## src/mrs_defines.vh

```
// constants for the serial port setup and supervision block
`ifndef MRS_DEFINES_VH
`define MRS_DEFINES_VH
`define MRS_CLK_HZ 125000000
`define MRS_MS_TIME 1
`define MRS_MS_CYCLES 17'h1E848
`define MRS_ADDR_ACTIVE 8'h00
`define MRS_ADDR_SETUP 8'h04
`define MRS_ADDR_DELAY 8'h08
`define MRS_ADDR_LOSS 8'h0C
`define MRS_ADDR_CMD 8'h10
`define MRS_ADDR_TXDATA 8'h14
`define MRS_ADDR_RXDATA 8'h18
`define MRS_ADDR_STATUS 8'h1C
`define MRS_ADDR_MASK 8'h20
`define MRS_ADDR_INPUTS 8'h24
`define MRS_ADDR_DRIVE 8'h28
`define MRS_ADDR_SRCSEL 8'h2C
`define MRS_ADDR_VMON 8'h30
`define MRS_ADDR_STATE 8'h34
`define MRS_NODE_RST 8'h1F
`define MRS_BAUD_RST 4'h3
`define MRS_PAR_RST 2'h0
`define MRS_SETUP_RST 6'h0F
`define MRS_DELAY_RST 7'h05
`define MRS_DELAY_MIN 7'h05
`define MRS_DELAY_MAX 7'h41
`define MRS_LOSS_RST 7'h14
`define MRS_LOSS_MAX 7'h64
`define MRS_LOSS_UNIT_MS 14'h0064
`define MRS_SRC_SERIAL 2'h2
`define MRS_GAP_BITS 6'h2C
`define MRS_STOP_POS 0
`define MRS_LOSSEN_POS 2
`define MRS_RTS_POS 3
`define MRS_UNIT_POS 4
`define MRS_COMMIT_POS 5
`define MRS_ST_RX 0
`define MRS_ST_RXERR 1
`define MRS_ST_CE 2
`define MRS_ST_TXDONE 3
`define MRS_BAUD0 1200
`define MRS_BAUD1 2400
`define MRS_BAUD2 4800
`define MRS_BAUD3 9600
`define MRS_BAUD4 19200
`define MRS_BAUD5 38400
`define MRS_BAUD6 57600
`define MRS_BAUD7 76800
`define MRS_BAUD8 115200
`endif

```

## src/mrs_serial_setup.v

```verilog
// serial slave port setup, framing, response timing and loss watchdog
// Function
// - node address default 1FH; zero means silent
// - address, rate, parity apply after reset only
// - rate codes 0..8 give 1200..115200, default 3
// - parity: 0 none, 1 even, 2 odd
// - loss fault picks ramp, emergency, coast, alarm
// - enabled watchdog raises fault on silence
// - detection time 0.0..10.0 s, default 2.0
// - response waits 5..65 ms, default 5
// - transmit enable always on or only sending
// - voltage monitor in 0.1 V or 1 V
// - commit selector 0: delay, loss, other setup bits wait for commit
// - commit selector 1: writes apply immediately
// - monitoring and setting access never gated
// - input equals terminal OR serial value
// - serial control only when both sources 2
// - broadcast requests executed, never answered
`timescale 1ns/1ns
`default_nettype none
`include "mrs_defines.vh"
module mrs_serial_setup #(
   parameter [16:0] MS_CYCLES = `MRS_MS_CYCLES
) (
   // clock and reset
   input wire clk_sys_in,
   input wire arst_n_in,
   // register port
   input wire [7:0] addr_in,
   input wire [31:0] wr_data_in,
   input wire wr_in,
   input wire rd_in,
   output reg [31:0] rd_data_out,
   // stored settings, caught after reset
   input wire [7:0] stored_node_in,
   input wire [3:0] stored_rate_in,
   input wire [1:0] stored_parity_in,
   // serial line
   input wire rx_in,
   output reg tx_out,
   output reg tx_en_out,
   // drive side
   input wire [7:0] terminal_in,
   input wire [15:0] vout_in,
   output reg [7:0] mfi_out,
   output reg serial_ctrl_out,
   output reg run_fwd_out,
   output reg run_rev_out,
   output reg [15:0] speed_ref_out,
   output reg ce_fault_out,
   output reg [1:0] ce_stop_out,
   output reg irq_out
);
   localparam [1:0] RX_IDLE = 2'h0;
   localparam [1:0] RX_START = 2'h1;
   localparam [1:0] RX_BITS = 2'h2;
   localparam [1:0] RX_STOP = 2'h3;

   function [16:0] baud_div;
      input [3:0] code;
      reg [31:0] q;
      begin
         case (code)
            4'h0: q = `MRS_CLK_HZ / `MRS_BAUD0;
            4'h1: q = `MRS_CLK_HZ / `MRS_BAUD1;
            4'h2: q = `MRS_CLK_HZ / `MRS_BAUD2;
            4'h3: q = `MRS_CLK_HZ / `MRS_BAUD3;
            4'h4: q = `MRS_CLK_HZ / `MRS_BAUD4;
            4'h5: q = `MRS_CLK_HZ / `MRS_BAUD5;
            4'h6: q = `MRS_CLK_HZ / `MRS_BAUD6;
            4'h7: q = `MRS_CLK_HZ / `MRS_BAUD7;
            default: q = `MRS_CLK_HZ / `MRS_BAUD8;
         endcase
         // every divisor fits in 17 bits
         baud_div = q[16:0];
      end
   endfunction

   function [6:0] clamp7;
      input [6:0] v;
      input [6:0] lo;
      input [6:0] hi;
      begin
         clamp7 = (v < lo) ? lo : ((v > hi) ? hi : v);
      end
   endfunction

   // synchronisers
   reg [1:0] rx_sync_ff;
   reg [7:0] term_s1_ff, term_s2_ff;
   always @(posedge clk_sys_in or negedge arst_n_in) begin
      if (!arst_n_in) begin
         rx_sync_ff <= 2'h3;
         term_s1_ff <= 8'h00;
         term_s2_ff <= 8'h00;
      end else begin
         rx_sync_ff <= {rx_sync_ff[0], rx_in};
         term_s1_ff <= terminal_in;
         term_s2_ff <= term_s1_ff;
      end
   end
   wire rxs = rx_sync_ff[1];

   // register state
   reg cap_done_ff;
   reg [7:0] node_ff;
   reg [3:0] rate_ff;
   reg [1:0] par_ff;
   reg [5:0] stg_setup_ff, act_setup_ff;
   reg [6:0] stg_delay_ff, act_delay_ff, stg_loss_ff, act_loss_ff;
   reg [3:0] status_ff, mask_ff;
   reg [7:0] ser_in_ff;
   reg [17:0] drive_ff;
   reg [3:0] srcsel_ff;
   reg [7:0] rx_data_ff;
   reg rx_first_ff;
   wire wr_cmd = wr_in && (addr_in == `MRS_ADDR_CMD);
   wire wr_tx = wr_in && (addr_in == `MRS_ADDR_TXDATA);
   wire commit_now = act_setup_ff[`MRS_COMMIT_POS];
   wire do_commit = wr_cmd && wr_data_in[0];
   wire req_ok = wr_cmd && wr_data_in[1];
   wire fault_rst = wr_cmd && wr_data_in[2];
   wire [1:0] stop_m = act_setup_ff[`MRS_STOP_POS +: 2];
   wire loss_en = act_setup_ff[`MRS_LOSSEN_POS];
   wire rts_on = act_setup_ff[`MRS_RTS_POS];
   wire volt_unit = act_setup_ff[`MRS_UNIT_POS];
   wire [16:0] div = baud_div(rate_ff);
   wire [16:0] half = {1'b0, div[16:1]};
   wire par_use = (par_ff == 2'h1) || (par_ff == 2'h2);

   // event wires from the serial engines
   reg rx_done, rx_err, ce_set, tx_done;

   always @(posedge clk_sys_in or negedge arst_n_in) begin
      if (!arst_n_in) begin
         cap_done_ff <= 1'b0;
         node_ff <= `MRS_NODE_RST;
         rate_ff <= `MRS_BAUD_RST;
         par_ff <= `MRS_PAR_RST;
         stg_setup_ff <= `MRS_SETUP_RST;
         act_setup_ff <= `MRS_SETUP_RST;
         stg_delay_ff <= `MRS_DELAY_RST;
         act_delay_ff <= `MRS_DELAY_RST;
         stg_loss_ff <= `MRS_LOSS_RST;
         act_loss_ff <= `MRS_LOSS_RST;
         status_ff <= 4'h0;
         mask_ff <= 4'h0;
         ser_in_ff <= 8'h00;
         drive_ff <= 18'h00000;
         srcsel_ff <= 4'h0;
      end else begin
         // stored port settings only ever load once per reset
         cap_done_ff <= 1'b1;
         if (!cap_done_ff) begin
            node_ff <= stored_node_in;
            rate_ff <= (stored_rate_in > 4'h8) ? `MRS_BAUD_RST : stored_rate_in;
            par_ff <= (stored_parity_in == 2'h3) ? `MRS_PAR_RST : stored_parity_in;
         end
         // only a transmit data write is ever refused, outside the response window or while busy
         if (wr_in && addr_in == `MRS_ADDR_SETUP)
            stg_setup_ff <= wr_data_in[5:0];
         if (wr_in && addr_in == `MRS_ADDR_DELAY)
            stg_delay_ff <= clamp7(wr_data_in[6:0], `MRS_DELAY_MIN, `MRS_DELAY_MAX);
         if (wr_in && addr_in == `MRS_ADDR_LOSS)
            stg_loss_ff <= clamp7(wr_data_in[6:0], 7'h00, `MRS_LOSS_MAX);
         if (commit_now) begin
            // staged values follow straight through
            if (wr_in && addr_in == `MRS_ADDR_SETUP)
               act_setup_ff <= wr_data_in[5:0];
            if (wr_in && addr_in == `MRS_ADDR_DELAY)
               act_delay_ff <= clamp7(wr_data_in[6:0], `MRS_DELAY_MIN, `MRS_DELAY_MAX);
            if (wr_in && addr_in == `MRS_ADDR_LOSS)
               act_loss_ff <= clamp7(wr_data_in[6:0], 7'h00, `MRS_LOSS_MAX);
         end else if (do_commit) begin
            act_setup_ff <= stg_setup_ff;
            act_delay_ff <= stg_delay_ff;
            act_loss_ff <= stg_loss_ff;
         end else if (wr_in && addr_in == `MRS_ADDR_SETUP) begin
            // the commit selector itself never waits
            act_setup_ff[`MRS_COMMIT_POS] <= wr_data_in[`MRS_COMMIT_POS];
         end
         if (wr_in && addr_in == `MRS_ADDR_MASK)
            mask_ff <= wr_data_in[3:0];
         if (wr_in && addr_in == `MRS_ADDR_INPUTS)
            ser_in_ff <= wr_data_in[7:0];
         if (wr_in && addr_in == `MRS_ADDR_DRIVE)
            drive_ff <= {wr_data_in[31:16], wr_data_in[1:0]};
         if (wr_in && addr_in == `MRS_ADDR_SRCSEL)
            srcsel_ff <= wr_data_in[3:0];
         // write one clears, a new event in the same cycle wins
         status_ff <= (status_ff & ~((wr_in && addr_in == `MRS_ADDR_STATUS) ?
                      wr_data_in[3:0] : 4'h0)) | {tx_done, ce_set, rx_err, rx_done};
      end
   end

   // one millisecond tick
   reg [16:0] ms_cnt_ff;
   wire ms_tick = (ms_cnt_ff == MS_CYCLES - 17'h00001);
   always @(posedge clk_sys_in or negedge arst_n_in) begin
      if (!arst_n_in)
         ms_cnt_ff <= 17'h00000;
      else
         ms_cnt_ff <= ms_tick ? 17'h00000 : ms_cnt_ff + 17'h00001;
   end

   // receiver and frame gap detector
   reg [1:0] rx_st_ff;
   reg [16:0] rx_cnt_ff, gap_pre_ff;
   reg [3:0] rx_idx_ff;
   reg [7:0] rx_sh_ff;
   reg rx_par_ff, new_frame_ff;
   reg [5:0] gap_bits_ff;
   reg [7:0] frame_addr_ff;
   wire [3:0] rx_last = par_use ? 4'h8 : 4'h7;
   wire par_bad = par_use && (rx_par_ff != ((par_ff == 2'h1) ? ^rx_sh_ff : ~^rx_sh_ff));
   always @* begin
      rx_done = 1'b0;
      rx_err = 1'b0;
      if (rx_st_ff == RX_STOP && rx_cnt_ff == 17'h00000) begin
         rx_done = rxs;
         rx_err = !rxs || par_bad;
      end
   end
   always @(posedge clk_sys_in or negedge arst_n_in) begin
      if (!arst_n_in) begin
         rx_st_ff <= RX_IDLE;
         rx_cnt_ff <= 17'h00000;
         rx_idx_ff <= 4'h0;
         rx_sh_ff <= 8'h00;
         rx_par_ff <= 1'b0;
         rx_data_ff <= 8'h00;
         rx_first_ff <= 1'b0;
         gap_pre_ff <= 17'h00000;
         gap_bits_ff <= 6'h00;
         new_frame_ff <= 1'b1;
         frame_addr_ff <= 8'h00;
      end else begin
         if (rx_st_ff != RX_IDLE || !rxs) begin
            gap_pre_ff <= 17'h00000;
            gap_bits_ff <= 6'h00;
         end else if (gap_bits_ff != `MRS_GAP_BITS) begin
            gap_pre_ff <= (gap_pre_ff == div) ? 17'h00000 : gap_pre_ff + 17'h00001;
            if (gap_pre_ff == div)
               gap_bits_ff <= gap_bits_ff + 6'h01;
         end else
            new_frame_ff <= 1'b1;
         rx_cnt_ff <= (rx_cnt_ff == 17'h00000) ? div : rx_cnt_ff - 17'h00001;
         case (rx_st_ff)
            RX_IDLE: if (!rxs) begin
               rx_st_ff <= RX_START;
               rx_cnt_ff <= half;
            end
            RX_START: if (rx_cnt_ff == 17'h00000) begin
               rx_st_ff <= rxs ? RX_IDLE : RX_BITS;
               rx_idx_ff <= 4'h0;
            end
            RX_BITS: if (rx_cnt_ff == 17'h00000) begin
               if (rx_idx_ff[3])
                  rx_par_ff <= rxs;
               else
                  rx_sh_ff <= {rxs, rx_sh_ff[7:1]};
               rx_idx_ff <= rx_idx_ff + 4'h1;
               if (rx_idx_ff == rx_last)
                  rx_st_ff <= RX_STOP;
            end
            RX_STOP: if (rx_cnt_ff == 17'h00000)
               rx_st_ff <= RX_IDLE;
            default: rx_st_ff <= RX_IDLE;
         endcase
         if (rx_done) begin
            rx_data_ff <= rx_sh_ff;
            rx_first_ff <= new_frame_ff;
            new_frame_ff <= 1'b0;
            if (new_frame_ff)
               frame_addr_ff <= rx_sh_ff;
         end
      end
   end

   // request acceptance, response delay and watchdog
   wire for_us = (frame_addr_ff == node_ff) || (frame_addr_ff == 8'h00);
   wire may_answer = (node_ff != 8'h00) && (frame_addr_ff == node_ff);
   reg [6:0] resp_cnt_ff;
   reg resp_pend_ff, resp_open_ff;
   reg [13:0] loss_ms_ff;
   reg ce_ff;
   wire [13:0] loss_lim = act_loss_ff * `MRS_LOSS_UNIT_MS;
   always @* begin
      ce_set = loss_en && !ce_ff && (loss_ms_ff > loss_lim);
   end
   always @(posedge clk_sys_in or negedge arst_n_in) begin
      if (!arst_n_in) begin
         resp_cnt_ff <= 7'h00;
         resp_pend_ff <= 1'b0;
         resp_open_ff <= 1'b0;
         loss_ms_ff <= 14'h0000;
         ce_ff <= 1'b0;
      end else begin
         if (req_ok && may_answer) begin
            // one extra tick so the wait is never short of the setting
            resp_cnt_ff <= act_delay_ff + 7'h01;
            resp_pend_ff <= 1'b1;
            resp_open_ff <= 1'b0;
         end else if (resp_pend_ff && ms_tick) begin
            resp_cnt_ff <= resp_cnt_ff - 7'h01;
            if (resp_cnt_ff == 7'h01) begin
               resp_pend_ff <= 1'b0;
               resp_open_ff <= 1'b1;
            end
         end else if (new_frame_ff && rx_done)
            resp_open_ff <= 1'b0;
         if (!loss_en || (req_ok && for_us))
            loss_ms_ff <= 14'h0000;
         else if (ms_tick && loss_ms_ff != 14'h3FFF)
            loss_ms_ff <= loss_ms_ff + 14'h0001;
         if (ce_set)
            ce_ff <= 1'b1;
         else if (fault_rst)
            ce_ff <= 1'b0;
      end
   end

   // transmitter
   reg tx_busy_ff;
   reg [10:0] tx_sh_ff;
   reg [3:0] tx_left_ff;
   reg [16:0] tx_cnt_ff;
   wire tx_par = (par_ff == 2'h1) ? ^wr_data_in[7:0] : ~^wr_data_in[7:0];
   wire tx_start = wr_tx && !tx_busy_ff && resp_open_ff;
   always @* begin
      tx_done = tx_busy_ff && tx_left_ff == 4'h1 && tx_cnt_ff == 17'h00000;
   end
   always @(posedge clk_sys_in or negedge arst_n_in) begin
      if (!arst_n_in) begin
         tx_busy_ff <= 1'b0;
         tx_sh_ff <= 11'h7FF;
         tx_left_ff <= 4'h0;
         tx_cnt_ff <= 17'h00000;
      end else if (tx_start) begin
         tx_busy_ff <= 1'b1;
         tx_sh_ff <= par_use ? {1'b1, tx_par, wr_data_in[7:0], 1'b0} :
                     {2'b11, wr_data_in[7:0], 1'b0};
         tx_left_ff <= par_use ? 4'hB : 4'hA;
         tx_cnt_ff <= div;
      end else if (tx_busy_ff) begin
         tx_cnt_ff <= (tx_cnt_ff == 17'h00000) ? div : tx_cnt_ff - 17'h00001;
         if (tx_cnt_ff == 17'h00000) begin
            tx_sh_ff <= {1'b1, tx_sh_ff[10:1]};
            tx_left_ff <= tx_left_ff - 4'h1;
            if (tx_done)
               tx_busy_ff <= 1'b0;
         end
      end
   end

   // read mux and registered outputs
   wire [15:0] vmon = volt_unit ? vout_in / 16'h000A : vout_in;
   reg [31:0] nxt_rd;
   always @* begin
      case (addr_in)
         `MRS_ADDR_ACTIVE: nxt_rd = {18'h00000, par_ff, rate_ff, node_ff};
         `MRS_ADDR_SETUP: nxt_rd = {20'h00000, act_setup_ff, stg_setup_ff};
         `MRS_ADDR_DELAY: nxt_rd = {9'h000, act_delay_ff, 9'h000, stg_delay_ff};
         `MRS_ADDR_LOSS: nxt_rd = {9'h000, act_loss_ff, 9'h000, stg_loss_ff};
         `MRS_ADDR_RXDATA: nxt_rd = {23'h000000, rx_first_ff, rx_data_ff};
         `MRS_ADDR_STATUS: nxt_rd = {28'h0000000, status_ff};
         `MRS_ADDR_MASK: nxt_rd = {28'h0000000, mask_ff};
         `MRS_ADDR_INPUTS: nxt_rd = {24'h000000, ser_in_ff};
         `MRS_ADDR_DRIVE: nxt_rd = {drive_ff[17:2], 14'h0000, drive_ff[1:0]};
         `MRS_ADDR_SRCSEL: nxt_rd = {28'h0000000, srcsel_ff};
         `MRS_ADDR_VMON: nxt_rd = {16'h0000, vmon};
         `MRS_ADDR_STATE: nxt_rd = {12'h000, frame_addr_ff, 7'h00, ce_ff,
                                    resp_pend_ff, resp_open_ff, tx_busy_ff, rx_st_ff != RX_IDLE};
         default: nxt_rd = 32'h00000000;
      endcase
   end
   wire nxt_serial = (srcsel_ff[1:0] == `MRS_SRC_SERIAL) &&
                     (srcsel_ff[3:2] == `MRS_SRC_SERIAL);
   always @(posedge clk_sys_in or negedge arst_n_in) begin
      if (!arst_n_in) begin
         rd_data_out <= 32'h00000000;
         tx_out <= 1'b1;
         tx_en_out <= 1'b0;
         mfi_out <= 8'h00;
         serial_ctrl_out <= 1'b0;
         run_fwd_out <= 1'b0;
         run_rev_out <= 1'b0;
         speed_ref_out <= 16'h0000;
         ce_fault_out <= 1'b0;
         ce_stop_out <= 2'h0;
         irq_out <= 1'b0;
      end else begin
         rd_data_out <= rd_in ? nxt_rd : 32'h00000000;
         tx_out <= tx_busy_ff ? tx_sh_ff[0] : 1'b1;
         tx_en_out <= rts_on ? tx_busy_ff : 1'b1;
         mfi_out <= term_s2_ff | ser_in_ff;
         serial_ctrl_out <= nxt_serial;
         run_fwd_out <= nxt_serial && drive_ff[0];
         run_rev_out <= nxt_serial && drive_ff[1];
         speed_ref_out <= nxt_serial ? drive_ff[17:2] : 16'h0000;
         ce_fault_out <= ce_ff;
         ce_stop_out <= stop_m;
         irq_out <= |(status_ff & mask_ff);
      end
   end
endmodule
`default_nettype wire

```

## config.mk

```make
export PLATFORM = sky130hd
export DESIGN_NAME = mrs_serial_setup
export DESIGN_NICKNAME = d
export VERILOG_FILES = /design/src/mrs_serial_setup.v
export VERILOG_INCLUDE_DIRS = /design/src
export SDC_FILE = /design/constraint.sdc
export NUM_CORES = 1
export LEC_CHECK = 0
export BUFFER_PORTS_ARGS = -buffer_cell sky130_fd_sc_hd__buf_2
export CORE_MARGIN = 5
export CORE_UTILIZATION = 45
export CTS_CLUSTER_SIZE = 20
export DETAILED_ROUTE_END_ITERATION = 12
export GPL_ROUTABILITY_DRIVEN = 0
export SLEW_MARGIN = 20
export SYNTH_ARGS = -nofsm -noshare
export SYNTH_HDL_FRONTEND = slang
export SYNTH_SLANG_ARGS = --single-unit
```

## constraint.sdc

```tcl
create_clock -name clk_sys_in -period 5.6 [get_ports clk_sys_in]
set_input_delay 0.28 -clock clk_sys_in [delete_from_list [all_inputs] [get_ports clk_sys_in]]
set_output_delay 0.28 -clock clk_sys_in [all_outputs]
set_load 0.03 [all_outputs]
```

==> metrics.yaml, run 1 <==
synth:
  synth_xor_area_frac: 0.05807
  synth_seq_cells: 322
  netlist.area_leader.share: 0.3940
  synth_top_family_by_area: "simple AND/OR/NAND/NOR gates"
  syn_nets: 2082
  synth.yosys.seq_area_share: 0.4477
  synth_cell_types: 99
  synth_area_leaders: "dfrtp_1 (39%), dfstp_2 (5.4%), nand2_1 (4.7%)"
  synthMuxAreaShare: 0.03837
  synth_warnings: 0
  postSynthAreaPerCell_um2: 9.359
  ys_async_sr_fraction: 1.000
  synthAdderAreaFrac: 0.04632
  synth_compound_area_frac: 0.1815
  syn_inst: 1934
  synth-edff-count: 0
  yosys.area.top_type: "dfrtp_1"
  syn_area_mm2: 0.01810
  synth_simple_gate_area_frac: 0.1937
  ys.flop_type: "dfrtp_1"
sta:
  fin_crit_sh: 0.8449
  maxSlewViolCount: 0
  setup_viol: 0
  min_period_ns: 4.731
  rsz0062_at_grt: "no"
  clock.fmax_mhz: 211.4
  layout_setup_ws_ns: 0.8685
  tightest_slew_ns: 1.103
  whs_ns: 0.01757
  fin_skew_ns: 0.02042
  hold_viol: 0
  fin_tns_setup_ns: 0
  worst_slew_margin_rel: 0.2587
routing:
  ant_nets: 0
  vias: 15260
  firstDrtPassIters: 6
  drt-total-wl_um: 50680
  wire_per_inst_um: 19.23
  drc_errors: 0
  vias_per_cell: 5.790
  drt_iter0_drc: 1291
clock_tree:
  cts_tree: "done"
  clock_sinks: 322
  clk_pin_slew_ns: 0.06
  root_buffer: "clkbuf_16"
  htree_levels: 2
  cts_buffers: 37
  insertion_delay_ns: 0.54
  cts_buffer_depth: 3
power:
  ir_worst_vdd_mv: 0.2867
  report.power.total_uw: 5924
  p_per_area_mw_per_mm2: 282.3
  cellLeakagePower_uw: 0.009354
critical_path:
  reg2reg_to: "status_ff[2]"
  critical_path_required_ns: 6.03
  crit-reg2reg-launch: "act_loss_ff[2]"
  crit_chain: "buf_2 > nor2b_1 > nor2_1 > o31ai_4 > nand2_1 > o32a_1 > o2111ai_1 > o22ai_2 > buf_4 > and4_4 > nor4_4 > mux2i_1 > o311ai_0 > a211o_1 > a311o_1 > and3_1 > o32ai_1"
  r2r_slack_ns: 1.21
  cpPeakStageDelay_ns: 0.62
  cp_slowest_cell: "nor4_4"
  end_kind: "flip-flop"
  critPathMaxFanout: 31
  cp_data_arrival_time_ns: 5.16
  start_kind: "primary input"
  reg2reg_depth: 17
  crit_type: "primary input to flip-flop"
cells_and_area:
  fin_nets: 2228
  utilization: 0.5281
  drive_gt1_frac: 0.1731
  area_growth_pct: 15.93
global_routing:
  grtUsageTotal: 0.2239
  grt_max_degree: 106
  grt_pass1_vias: 14930
  overflow: 0
  antenna_found_initial: 2
  grt_pass1_wl_um: 81280
min_path:
  hold_end: "rate_ff[0]"
  whs_path_depth: 3
  min-delay-start: "stored_rate_in[3]"
  hold_path_class: "primary input to flip-flop"
floorplanning:
  rows: 73
  initial_core_util: 0.4556
  io_pins: 148
  die-height_um: 210.6
  coreArea_mm2: 0.03973
  die_x_um: 210.6
  die_area_mm2: 0.04433
status:
  status: "complete, no violations"
place:
  portBuffers: 139
  dp_slack_ns: 0.4456
  place_hpwl_um: 36180
run:
  cap_violations: 0
-- what timing repair did --
item | 4_1_cts | 5_1_grt
endpoints found under the hold margin | 109 | 0
setup endpoints to repair | 0 | 0
hold buffers | 27 | 0
buffers inserted | 0 | 0
resized for setup | 0 | 0
-- critical path, delay by kind of cell --
family | cells | cell delay [ns]
compound gates | 8 | 2.11
buf+inv | 2 | 0.50
mux | 1 | 0.35
simple gates | 6 | 1.91
-- cells in the mapped netlist, types with 12 or more instances --
cell / number
a211oi_1: 17
or2_2: 14
mux2_2: 51
xor2_1: 52
a221oi_1: 12
nor3_1: 39
a222oi_1: 16
a21oi_1: 99
nand3_1: 63
clkbuf_1: 76
and3_1: 20
o211ai_1: 13
dfstp_2: 37
a31oi_1: 19
nor2b_1: 20
or3_1: 12
xnor2_1: 68
nand2b_1: 29
nor2_1: 174
nand4_1: 25
inv_1: 63
ha_1: 63
nor4_1: 20
o21ai_0: 136
dfrtp_1: 285
and2_1: 35
a22oi_1: 37
mux2i_1: 12
nand2_1: 226
a21o_1: 14
-- logic make-up after synthesis --
kind of cell,after synthesis
buffers and inverters,154
adders and majority gates,66
xor gates and xnor gates,120
muxes,63
AOI/OAI and AO/OA,486
other,1
and+or+nand+nor,722
DFF,322
-- how the worst max path moves through the flow --
stage / to / from / cells past startpoint / slack (ns)
2_1_floorplan: rd_data_out[0] / vout_in[14] / 16 / 1.46
3_3_place_gp: rd_data_out[0] / vout_in[13] / 17 / 0.52
3_5_place_dp: rd_data_out[0] / vout_in[13] / 17 / 0.45
4_1_cts: rd_data_out[0] / vout_in[13] / 17 / 1.00
5_1_grt: rd_data_out[0] / vout_in[13] / 16 / 0.52
6_report: rd_data_out[0] / vout_in[13] / 17 / 0.87
-- layer usage --
| metal | global-route usage | part of all wire | up-vias |
|---|---|---|---|
| met2 | 0.3693 | 0.48 | 472 |
| met4 | 0.06841 | 0.030 | 0 |
| met1 | 0.3103 | 0.44 | 7423 |
| met5 | 0 | 0 | - |
| met3 | 0.02932 | 0.054 | 94 |
| li1 | - | - | 7267 |
-- registers in the layout, indices dropped and copies added, names as in the netlist, 7 cells and up, named ones only --
name	flops
node_ff	8
rd_data_out	32
term_s2_ff	8
act_delay_ff	7
frame_addr_ff	8
ms_cnt_ff	17
rx_cnt_ff	17
tx_cnt_ff	17
rx_sh_ff	8
speed_ref_out	16
mfi_out	8
term_s1_ff	8
loss_ms_ff	14
drive_ff	18
tx_sh_ff	10
resp_cnt_ff	7
stg_delay_ff	7
stg_loss_ff	7
gap_pre_ff	17
act_loss_ff	7
rx_data_ff	8
ser_in_ff	8
-- cell usage in the layout (no fill, tap or decap), drive strengths merged, types with 63 or more instances in the layout --
master / synthesis / layout
inv: 64 / 66
dfrtp: 285 / 285
a21oi: 99 / 99
nand3: 63 / 63
nor2: 175 / 175
nand2: 226 / 226
o21ai: 143 / 143
ha: 63 / 63
xnor2: 68 / 68
buf: 11 / 168
-- metrics by stage --
stage / std cells / area [um^2]
finish: 2635 / 20980
detailed placement: 2539 / 19340
global route: 2635 / 20980
global placement: 2539 / 19340
CTS: 2634 / 20980
floorplan: 1934 / 18100
-- final cells by class --
class / count / area [um^2]
fillers: 3596 / 18750
multi-input cells: 1458 / 9399
flip-flops and latches: 322 / 8104
repair buffers: 195 / 1206
clock buffers: 51 / 1111
well taps: 525 / 656.9
clock inverters: 17 / 255.2
inverters: 66 / 247.7
diodes: 1 / 2.502
-- where the power goes --
group | internal [uW] | switching (uW) | leakage, uW
clock | 1670 | 994 | 0.000671
combinational | 288 | 462 | 0.00453
sequential | 2420 | 92.6 | 0.00415
total | 4380 | 1550 | 0.00935
Note: power is estimated with default switching activity, not from simulation.
==> run 2, diff against run 1 <==
clock period = 4.45 ns   (was 5.6 ns; I/O delays follow)
==> metrics.yaml, run 2 (same netlist as run 1, synthesis figures left out) <==
critical_path:
  end_kind: "flip-flop"
  cp_common_cell: "ha_1"
  cpLargestDelayFamily: "adder cells"
  reg2reg_to: "status_ff[2]"
  reg2reg_depth: 17
  cp_slowest_cell: "or4b_2"
  crit_type: "flip-flop to flip-flop"
  crit-reg2reg-launch: "act_loss_ff[2]"
  critical_path_required_ns: 4.90
  r2r_slack_ns: 0.20
  cp_num_buf_inv: 2
  crit_chain: "ha_1 > ha_1 > inv_1 > fa_1 > inv_1 > ha_1 > a21oi_2 > o21bai_1 > a21oi_2 > o21bai_1 > a21oi_2 > xor2_1 > ha_1 > nand4_1 > nor4_1 > or4b_2 > nand2_1"
  cpPeakStageDelay_ns: 0.69
  start_kind: "flip-flop"
  cp_data_arrival_time_ns: 4.70
  critPathMaxFanout: 3
floorplanning:
  rows: 73
  die-height_um: 210.6
  initial_core_util: 0.4556
  die_x_um: 210.6
  io_pins: 148
  coreArea_mm2: 0.03973
  die_area_mm2: 0.04433
place:
  portBuffers: 139
  dp_slack_ns: -0.1301
  place_hpwl_um: 37830
  dpl_cell_area_mm2: 0.01990
  dp_cells: 2613
sta:
  fin_skew_ns: 0.009274
  clock.fmax_mhz: 235.4
  fin_crit_sh: 0.9545
  fin_tns_setup_ns: 0
  worst_slew_margin_rel: 0.2960
  setup_viol: 0
  min_period_ns: 4.248
  maxSlewViolCount: 0
  layout_setup_ws_ns: 0.2023
  hold_viol: 0
  tightest_slew_ns: 1.052
  rsz0062_at_grt: "no"
routing:
  firstDrtPassIters: 8
  drc_errors: 0
  vias_per_cell: 5.719
  dr_wl_met2_um: 24740
  wire_per_inst_um: 18.95
  vias: 15550
  wl_met3_um: 2510
  topRoutingLayerUsed: "met4"
  drt-total-wl_um: 51530
  drt_iter0_drc: 1279
  ant_nets: 0
  met1Wirelength_um: 22590
cells_and_area:
  area_growth_pct: 18.55
  stdcell_area_mm2: 0.02146
  multi_input_area_mm2: 0.009422
  largest_reg_flops: 32
  diodes: 0
  fin_nets: 2316
  fillers: 3606
  drive_gt1_frac: 0.1978
  fin_cells: 2719
  final_cell_mix: "dfrtp_1 (285), nand2_1 (226), nor2_1 (173)"
  top_regs: "rd_data_out (32), drive_ff (18)"
  ff_latch_area_mm2: 0.008104
  mostFrequentLayoutCell: "dfrtp_1"
  max_flop_register: "rd_data_out"
global_routing:
  antenna_found_initial: 0
  overflow: 0
  grt_max_degree: 115
  grtUsageTotal: 0.2266
  grt_pass1_vias: 15210
  grt_pass1_wl_um: 82100
power:
  switching_share: 0.2692
  p_clk_frac: 0.404
  power_switching_uw: 1909
  p_per_area_mw_per_mm2: 330.6
  seqPwrFrac: 0.445
  combPwrFrac: 0.152
  intPower_uw: 5183
  ir_worst_vdd_mv: 0.2682
  cellLeakagePower_uw: 0.009660
clock_tree:
  clk_pin_slew_ns: 0.06
  cts_tree: "done"
  htree_levels: 2
  insertion_delay_ns: 0.52
  cts_buffer_depth: 3
  clock_sinks: 322
  cts_buffers: 36
  root_buffer: "clkbuf_16"
min_path:
  hold_path_class: "primary input to flip-flop"
  min-delay-start: "stored_parity_in[1]"
  hold_end: "par_ff[0]"
  whs_path_depth: 3
run:
  cap_violations: 0
status:
  status: "complete, no violations"
## run 2: layer usage
layer,global-route usage,up-vias
met5,0,-
met2,0.3765,407
met1,0.3068,7624
li1,-,7425
met3,0.03259,95
met4,0.07579,0
## run 2: repair_timing
item / in CTS / in global routing
setup buffers: 0 / 1
endpoints found under the setup margin: 0 / 4
hold buffers: 41 / 0
hold endpoints to repair: 138 / 0
resized for setup: 0 / 5
## run 2: through the flow
step | utilization | total power (uW) | hold slack [ns]
after floorplan | - | 3812 | -0.07309
after global placement | 0.5008 | 4215 | 0.3309
after detailed placement | 0.5008 | 4237 | 0.3327
after CTS | 0.5393 | 7152 | 0.01234
after global routing | 0.5400 | 7403 | 0.03403
final | 0.5400 | 7093 | 0.02217
## run 2: worst max-delay path by stage
stage                   start             end  slack (ns)  depth (start not counted)
4_1_cts        act_loss_ff[2]           ce_ff        0.03                         17
5_1_grt        act_loss_ff[2]           ce_ff       0.001                         17
3_5_place_dp      vout_in[13]  rd_data_out[1]       -0.13                         17
2_1_floorplan     vout_in[14]  rd_data_out[0]        0.37                         16
3_3_place_gp      vout_in[13]  rd_data_out[1]       -0.09                         17
6_report       act_loss_ff[2]    status_ff[2]        0.20                         17
## run 2: cell type report
class	instances	area share
clock buffer	50	0.04636
timing repair buffer	284	0.08898
clock inverter	14	0.005715
tap	525	0.03061
inverter	66	0.01155
sequential	322	0.3777
multi-input combinational	1458	0.4391
## run 2: worst reg2reg max path: cells and delay by family (launching register included)
family | cells | cell delay, ns
adder cells (fa/ha/maj) | 5 | 1.65
AND/OR/NAND/NOR | 4 | 0.96
AO/OA/AOI/OAI | 5 | 0.68
flip-flops | 1 | 0.57
XOR/XNOR | 1 | 0.22
buffers and inverters | 2 | 0.10
## run 2: power by group through the flow
stage	Sequential [uW]	Combinational, uW	Clock [uW]
floorplan	3160	647	0
finish	3150	1080	2860
global route	3160	1190	3050
CTS	3150	1070	2930
global placement	3200	1020	0
detailed placement	3200	1040	0
